--- src/pkg/hsc_regs.svh ---
// register offsets, field positions, reset values and limits for hs counts
`ifndef HSC_REGS_SVH
`define HSC_REGS_SVH
`define HSC_HIGH_OFS      8'h24
`define HSC_LOW_OFS       8'h28
`define HSC_CNT_MSB       15
`define HSC_HIGH_RST      16'h0008
`define HSC_LOW_RST       16'h0014
`define HSC_HIGH_MIN      16'h0006
`define HSC_LOW_MIN       16'h0008
`define HSC_SPEED_HIGH    2'h3
`endif

--- src/pkg/hsc_pkg.sv ---
// types shared by the high-speed count block
package hsc_pkg;
   typedef logic [15:0] hsc_cnt_t;
   typedef enum logic [1:0] {
      HSC_SPEED_STD  = 2'h1,
      HSC_SPEED_FAST = 2'h2,
      HSC_SPEED_HIGH = 2'h3
   } hsc_speed_t;
   typedef enum logic {
      HSC_PH_LOW,
      HSC_PH_HIGH
   } hsc_phase_t;
endpackage : hsc_pkg

--- src/pkg/hsc_cnt_if.sv ---
// carrier between the register file and the phase timer
`timescale 1ns/100ps
interface hsc_cnt_if;
   logic [15:0] high_cnt;
   logic [15:0] low_cnt;
   logic        run;
   logic        scl;
   modport regs  (output high_cnt, output low_cnt, output run, input scl);
   modport timer (input high_cnt, input low_cnt, input run, output scl);
endinterface : hsc_cnt_if

--- src/rtl/hsc_counts.sv ---
// high-speed scl count registers with phase timer
//------------------------------------------------------------
//------------------------------------------------------------
`timescale 1ns/100ps
`include "hsc_regs.svh"
module hsc_counts #(
   parameter logic [1:0] TOP_SPEED_SETTING       = `HSC_SPEED_HIGH,
   parameter bit         HARDCODED_COUNTS_OPTION = 1'b0
) (
   input  wire logic        clk_in,
   input  wire logic        rst_in,
   input  wire logic        reg_sel_in,
   input  wire logic        reg_wr_in,
   input  wire logic [7:0]  reg_addr_in,
   input  wire logic [31:0] reg_wdata_in,
   output logic      [31:0] reg_rdata_out,
   input  wire logic        controller_enable_reg_in,
   input  wire logic        hs_active_in,
   input  wire logic        hs_header_done_in,
   input  wire hsc_pkg::hsc_cnt_t fast_clock_high_count_in,
   input  wire hsc_pkg::hsc_cnt_t fast_clock_low_count_in,
   output logic             scl_out,
   output hsc_pkg::hsc_cnt_t hs_high_count_field_out,
   output hsc_pkg::hsc_cnt_t hs_low_count_field_out
);
   import hsc_pkg::*;

   //------------------------------------------------------------
   // register storage
   //------------------------------------------------------------
   localparam bit HS_PRESENT = (TOP_SPEED_SETTING == `HSC_SPEED_HIGH);

   hsc_cnt_t    high_r;
   hsc_cnt_t    low_r;
   logic        wr_ok;
   logic        wr_high;
   logic        wr_low;
   hsc_cnt_if   cnt_if ();

   // clamp a written value up to its floor
   function automatic hsc_cnt_t clamp_up(input hsc_cnt_t v,
                                         input hsc_cnt_t floor);
      clamp_up = (v < floor) ? floor : v;
   endfunction : clamp_up

   // hardcoded read-only
   // writes while enabled vanish silently; no error is flagged
   assign wr_ok   = reg_sel_in && reg_wr_in && !controller_enable_reg_in
                    && !HARDCODED_COUNTS_OPTION && HS_PRESENT;
   assign wr_high = wr_ok && (reg_addr_in == `HSC_HIGH_OFS);
   assign wr_low  = wr_ok && (reg_addr_in == `HSC_LOW_OFS);

   always_ff @(posedge clk_in or posedge rst_in) begin
      if (rst_in) begin
         high_r <= `HSC_HIGH_RST;
      end else if (wr_high) begin
         high_r <= clamp_up(reg_wdata_in[`HSC_CNT_MSB:0], `HSC_HIGH_MIN);
      end
   end

   always_ff @(posedge clk_in or posedge rst_in) begin
      if (rst_in) begin
         low_r <= `HSC_LOW_RST;
      end else if (wr_low) begin
         low_r <= clamp_up(reg_wdata_in[`HSC_CNT_MSB:0], `HSC_LOW_MIN);
      end
   end

   //------------------------------------------------------------
   // read path
   //------------------------------------------------------------
   // absent reads zero
   always_comb begin
      reg_rdata_out = 32'h0000_0000;
      if (HS_PRESENT && reg_sel_in && !reg_wr_in) begin
         case (reg_addr_in)
            `HSC_HIGH_OFS: reg_rdata_out = {16'h0000, high_r};
            `HSC_LOW_OFS:  reg_rdata_out = {16'h0000, low_r};
            default:       reg_rdata_out = 32'h0000_0000;
         endcase
      end
   end

   // without storage the outputs show zero, as the reads do
   assign hs_high_count_field_out = HS_PRESENT ? high_r : 16'h0000;
   assign hs_low_count_field_out  = HS_PRESENT ? low_r  : 16'h0000;

   //------------------------------------------------------------
   // phase timer feed
   //------------------------------------------------------------
   // fast counts first
   assign cnt_if.high_cnt = (hs_active_in && hs_header_done_in && HS_PRESENT)
                            ? high_r : fast_clock_high_count_in;
   assign cnt_if.low_cnt  = (hs_active_in && hs_header_done_in && HS_PRESENT)
                            ? low_r : fast_clock_low_count_in;
   assign cnt_if.run      = controller_enable_reg_in && hs_active_in;
   assign scl_out         = cnt_if.scl;

   hsc_timer u_timer (
      .clk_in (clk_in),
      .rst_in (rst_in),
      .cnt_if (cnt_if)
   );
endmodule : hsc_counts

--- src/rtl/hsc_timer.sv ---
// scl phase timer: holds each phase for the programmed number of cycles
`timescale 1ns/100ps
module hsc_timer (
   input  wire logic clk_in,
   input  wire logic rst_in,
   hsc_cnt_if.timer  cnt_if
);
   import hsc_pkg::*;

   hsc_phase_t  phase_r;
   logic [15:0] left_r;

   // counted core cycles
   // count down the current phase; reload with the other phase's length
   always_ff @(posedge clk_in or posedge rst_in) begin
      if (rst_in) begin
         phase_r <= HSC_PH_HIGH;
         left_r  <= 16'h0001;
      end else if (!cnt_if.run) begin
         phase_r <= HSC_PH_HIGH;
         left_r  <= 16'h0001;
      end else if (left_r <= 16'h0001) begin
         case (phase_r)
            HSC_PH_HIGH: begin
               phase_r <= HSC_PH_LOW;
               left_r  <= cnt_if.low_cnt;
            end
            default: begin
               phase_r <= HSC_PH_HIGH;
               left_r  <= cnt_if.high_cnt;
            end
         endcase
      end else begin
         left_r <= left_r - 16'h0001;
      end
   end

   assign cnt_if.scl = (phase_r == HSC_PH_HIGH);
endmodule : hsc_timer
--- config.mk ---
export PLATFORM = sky130hd
export DESIGN_NAME = hsc_counts
export DESIGN_NICKNAME = d
export VERILOG_FILES = /design/src/pkg/hsc_pkg.sv /design/src/pkg/hsc_cnt_if.sv /design/src/rtl/hsc_counts.sv /design/src/rtl/hsc_timer.sv
export VERILOG_INCLUDE_DIRS = /design/src /design/src/pkg
export SDC_FILE = /design/constraint.sdc
export NUM_CORES = 1
export LEC_CHECK = 0
export BUFFER_PORTS_ARGS = -buffer_cell sky130_fd_sc_hd__buf_2
export CAP_MARGIN = 20
export CORE_UTILIZATION = 34
export DETAILED_ROUTE_END_ITERATION = 10
export GPL_TIMING_DRIVEN = 0
export PLACE_DENSITY = 0.58
export SYNTH_ARGS = -nofsm -noshare
export SYNTH_HDL_FRONTEND = slang
export SYNTH_SLANG_ARGS = --single-unit
--- constraint.sdc ---
create_clock -name clk_in -period 2.3 [get_ports clk_in]
set_input_delay 0.46 -clock clk_in [delete_from_list [all_inputs] [get_ports clk_in]]
set_output_delay 0.46 -clock clk_in [all_outputs]
set_load 0.03 [all_outputs]
Yosys cells after proc, flatten, opt, wreduce, memory -nomap -nowiden --
Index checks and enable logic that the tools add are counted.
Cells by class: add/subtract/negate cells 1, multipliers 0, div/mod/pow operators 0, order comparisons 3, eq/ne operators 3, shift-type cells 0, multiplexer cells 12, bitwise logic cells 0, reduce and logical (&&, ||, !) cells 9
Operators by type and width (number):
- two-way mux 16 bit | 7
- two-way mux 32 bit | 1
- one-hot mux 16 bit (2 select lines) | 1
- equality test 8 x 6 -> 1 bit (second input constant) | 2
- <= comparator 16 x 1 -> 1 bit (second input constant) | 1
- less-than comparator 16 x 3 -> 1 bit (second input constant) | 1
- less-than comparator 16 x 4 -> 1 bit (second input constant) | 1
- subtractor 16 x 1 -> 16 bit (second input constant) | 1
- logical AND 1 bit | 7
- two-way mux 1 bit | 3
- logical NOT 1 bit | 2
- inequality test 2 bit (second input constant) | 1
Storage, ports and cells: bits in registers 49, bits in latches 0, RAM bits 0, memory bits (read-only) 0, bits of input ports 79, output and inout bits 65, word-level logic and storage cells 32, memories kept 0

Longest topological paths before layout --
depth in word-level cells 5, gate-level depth with buffers 8, mapped depth without buffers 7

Cells and area by module --
A second synthesis with hierarchy kept.
Second synthesis, totals: cell total of the unflattened synthesis 325, area, all modules 3472.1 µm²
By module, submodules not included:
- hsc_counts | times used 1, cells each 195, area each 2133.3 µm², seq. area each 804.5 µm²
- hsc_timer | times used 1, cells each 130, area each 1338.8 µm², seq. area each 427.9 µm²

Worst setup path before layout --
No wires, ideal clock.
path kind input-to-output, start input port reg_addr_in[4], end output port reg_rdata_out[10], arrival 1969 ps, data required time 1840 ps, slack -129 ps, cell stages on the path 6, buffers on the path 1, path through nor4b_4 nand2_2 nor2_1 clkbuf_1 a22oi_1 nor2_1
Between the ends: word-level cells in the longest chain between the ends 3, elaborated cells on any way between the ends 4, those cells by class eq/ne: 2; mux: 2
Ends and longest elaborated chain:
- start: declaration | RTL line hsc_counts.sv:14 | input wire logic [7:0] reg_addr_in,
- equality test 8 x 6 -> 1 bit | RTL line hsc_counts.sv:76 | case (reg_addr_in)
- one-hot mux 16 bit (2 select lines) * | RTL line hsc_counts.sv:76
- two-way mux 32 bit * | RTL line hsc_counts.sv:75 | if (HS_PRESENT && reg_sel_in && !reg_wr_in) begin
- end: declaration | RTL line hsc_counts.sv:16 | output logic [31:0] reg_rdata_out,
Every way passes the cells marked *; elsewhere a longest branch is shown, timed or not.

Worst setup path after layout --
start input port reg_addr_in[4], end register high_r[6], in the netlist hs_high_count_field_out[6]
Between the ends: word-level cells in the longest chain between the ends 2
Ends and longest elaborated chain:
- equality test 8 x 6 -> 1 bit
- logical AND 1 bit | RTL line hsc_counts.sv:50 | assign wr_high = wr_ok && (reg_addr_in == `HSC_HIGH_OFS);
- end signal: assignment | RTL line hsc_counts.sv:55 | high_r <= `HSC_HIGH_RST;
- end signal: assignment | RTL line hsc_counts.sv:57 | high_r <= clamp_up(reg_wdata_in[`HSC_CNT_MSB:0], `HSC_HIGH_MIN);
- end: declaration | RTL line hsc_counts.sv:33 | hsc_cnt_t high_r;
No other way between the ends. A chain may end at the register's enable or synchronous reset.

==> metrics.log <==
INFO  metric grt.total_usage = 19.6%
INFO  metric num-fill-cells = about 860
INFO  metric synth-main-ff-cell = dfrtp_1
INFO  metric slew_headroom = 45.0%
INFO  metric top_usage_layer = met2
INFO  metric syn-cell-area = 3090 um2
INFO  metric detail-route-antenna-nets = 0
INFO  metric worst_setup_path_start_kind = primary input
INFO  metric final.min_clock_period = roughly 2.3 ns
INFO  metric clock.fmax = about 440 MHz
INFO  metric clock-sinks = 49
INFO  metric total_power = 2.75 mW
INFO  metric worstPathMaxFanout = 10
INFO  metric num_io_pins = between 100 and 150
INFO  metric setup_viol = 0
INFO  metric place_hpwl = between 6 and 7 mm
INFO  metric floorplan.die.height = between 90 and 100 um
INFO  metric syn-mean-instance-area = 11.2 um2
INFO  metric critical_path_required = 2.50 ns
INFO  metric leakagePower = 2.00 nW
INFO  metric timing.setup.critical_path_class = in -> reg
INFO  metric multi_input_area = 1710 um2
INFO  metric drt_first_pass_iters = 4
INFO  metric fp.coreArea = 8760 um2
INFO  metric grt_first_pass_wirelength = approximately 15 mm
INFO  metric final-hold-violation-count = 0
INFO  metric clock_tree_from_tritoncts = done
INFO  metric wl_per_cell = around 17 um
INFO  metric asyncSetResetFlopFracSynth = 100%
INFO  metric grt_max_degree = 38
INFO  metric floorplan.die.width = 97.3 um
INFO  metric number_of_antenna_violations_at_the_first_check_in_global_routing = 0
INFO  metric numCtsBuffers = 5
INFO  metric worst_setup_hold_path_clk_slew = 0.09 ns
INFO  metric report.final.slew_viol_count = 0
INFO  metric clock_insertion_delay_worst_skew = 0.30 ns
INFO  metric cts.root.buffer_cell = clkbuf_8
INFO  metric ys_seq_elements = 49
INFO  metric route.vias.total = 2,619
INFO  metric period_share = between 90% and 100%
INFO  metric worstPathArrival = 2.45 ns
INFO  metric cts-hold-fix-buffers = 0
INFO  metric timing_worst_slew_pin_value = approximately 0.82 ns
INFO  metric min_path_type = in -> async
INFO  metric initial_core_utilization = 35.2%
INFO  metric grt_use_met2 = 32.7%
INFO  metric route.detailed.vias_per_inst = approximately 5.0
INFO  metric die_area = 9470 um2
INFO  metric number_of_global_route_vias_before_repair = approximately 2,700
INFO  metric drv_cap = 0
INFO  metric ff2ff_setup_slack = 0.29 ns
INFO  metric ys_seq_area_share = 39.9%
INFO  metric run_status = complete, no violations
INFO  metric drive_gt1_share = 53.4%
INFO  metric synth_top_area_cell = dfrtp_1
INFO  metric yosys.cell_types.count = 42
INFO  metric place.gp.congestion = between 0.8 and 0.9
INFO  metric synth.top_cells.by_area = dfrtp_1, mux4_2, mux2_2
INFO  metric drt_drc_violations_left = 0
INFO  metric fin_setup_tns = 0 ns
INFO  metric total_global_routing_overflow = 0
INFO  metric insertedDiodeCount = 0
INFO  metric cts_htree_levels = 2
INFO  metric setup.worst_path.end_class = flop
INFO  metric yosysTopAreaCellShare = 35.7%
INFO  metric use_met3 = 3.96%
INFO  metric row_count = 34
INFO  metric syn_to_final_growth = 31.3%
INFO  metric skew = ~0.0084 ns
INFO  metric drt-initial-drc-count = 178
INFO  metric clock_tree_buf_depth = 2
INFO  metric grtUsageMet1 = a little over a quarter
INFO  metric vdd.ir_drop.worst = around 0.35 mV
INFO  metric numPortBuffers = 111
INFO  metric nNetsFinal = 492
INFO  metric register_area = 1230 um2
INFO  metric yosys_warnings = 0
INFO  metric synth_enable_flop_cells = 0
INFO  metric synth_cells = 275
INFO  metric wirelength = 8.95 mm
INFO  metric cellPowerDensity = approximately 680 nW/um2
worst paths after layout:
kind | start | end | cells past startpoint
worst max register to register | u_timer.left_r[1] | u_timer.left_r[12] | 7
worst min-delay path | rst_in | u_timer.left_r[4] | 2
min in group clk_in | controller_enable_reg_in | u_timer.left_r[0] | 2
worst min register to register | hs_low_count_field_out[2] | hs_low_count_field_out[2] | 2
worst max-delay path | reg_addr_in[4] | hs_high_count_field_out[6] | 7
max in group asynchronous | rst_in | hs_high_count_field_out[3] | 3
critical path, cell delays in order:
cell and delay [ns]:
buf_2 0.11, nor4b_4 0.27, nand2_2 0.14, buf_4 0.17, nor4_4 0.72, buf_6 0.26, mux2_4 0.31
logic make-up (layout without fill, tap and decap cells):
group,Yosys count,after routing,share of synthesized area [%]
AOI/OAI and AO/OA,38,38,8.83
xor gates and xnor gates,14,14,3.97
adders and majority gates,2,2,0.810
buffers and inverters,41,163,7.82
DFF,49,49,39.9
muxes,43,43,21.9
other,1,16,0.121
and+or+nand+nor,87,87,16.6
cell usage after synthesis, types with 3 or more instances:
| cell | n |
|---|---|
| dfrtp_1 | 44 |
| nor2_1 | 43 |
| mux2_2 | 21 |
| a22oi_1 | 16 |
| buf_4 | 16 |
| mux4_2 | 16 |
| a211oi_1 | 13 |
| inv_1 | 12 |
| xor2_1 | 8 |
| nand3_1 | 7 |
| nor4_1 | 6 |
| xnor2_1 | 6 |
| dfstp_2 | 5 |
| buf_2 | 4 |
| clkbuf_1 | 4 |
| mux2_4 | 4 |
| nand2b_1 | 4 |
| nor3_1 | 4 |
| o21ai_0 | 4 |
| a31oi_1 | 3 |
| buf_6 | 3 |
| nand2_1 | 3 |
| nand4_1 | 3 |
| or3_1 | 3 |
power breakdown:
part           internal [mW]  switching [mW]  leakage, nW  total (mW)
clock                  0.355           0.292       0.0585       0.647
sequential             0.935          0.0907        0.646        1.03
combinational          0.472           0.604         1.29        1.08
total                   1.76           0.987         2.00        2.75
metal layers:
| layer | vias to the layer above | wire [um] |
|---|---|---|
| met5 | - | 0 |
| met2 | 93 | 4330 |
| li1 | 1243 | - |
| met4 | 0 | 110 |
| met1 | 1274 | 3920 |
| met3 | 9 | 591 |
registers in the layout (all words and copies together) (netlist names):
signal and count:
hs_high_count_field_out 16, u_timer.cnt_if.scl 1, u_timer.left_r 16, hs_low_count_field_out 16
what timing repair did:
item                                    in CTS  in global routing
resized for setup                            9                  2
buffers inserted                             2                  1
pin swaps                                    2                  1
endpoints found under the setup margin      16                  9
layout make-up:
cell class                 instances  share of cell area [%]
multi-input combinational        200                    42.2
sequential                        49                    30.4
timing repair buffer             115                    14.8
buffer                            28                    5.31
tap                              108                    3.33
clock buffer                       7                    2.13
inverter                          12                    1.11
clock inverter                     1                   0.741
per-stage QoR:
stage	hold slack, ns	area [um2]	util (%)	setup WS, ns	instances
after CTS	0.0992	4050	46.2	0.0275	520
after global routing	0.104	4060	46.3	-0.00975	520
after detailed placement	0.431	3880	44.3	-0.436	510
after global placement	0.495	3860	44.1	-0.411	509
final	0.0989	4060	46.3	0.0455	520
after floorplan	0.520	3170	-	0.0571	290
cell usage in the layout, fill, tap and decap left out, types with 2 or more instances in the layout:
master	Yosys	layout
nand3_1	7	7
clkbuf_1	4	2
dfstp_2	5	5
nor2_2	1	11
buf_2	4	114
conb_1	1	16
nor4_4	2	2
buf_4	16	19
mux2i_1	2	2
o21ai_0	4	4
xnor2_1	6	6
nor2_4	0	2
mux2_4	4	4
dfrtp_1	44	44
a31oi_1	3	3
nand4_1	3	3
nand2b_1	4	4
xor2_1	8	8
a22oi_1	16	16
a211oi_1	13	13
nand2_2	2	2
mux4_2	16	16
or3_1	3	3
inv_1	12	11
nor2_1	43	31
nand2_1	3	3
ha_1	2	2
buf_6	3	3
nor4_1	6	6
nor3_1	4	4
clkbuf_8	0	7
mux2_2	21	21
Note: power is estimated with default switching activity, not from simulation.
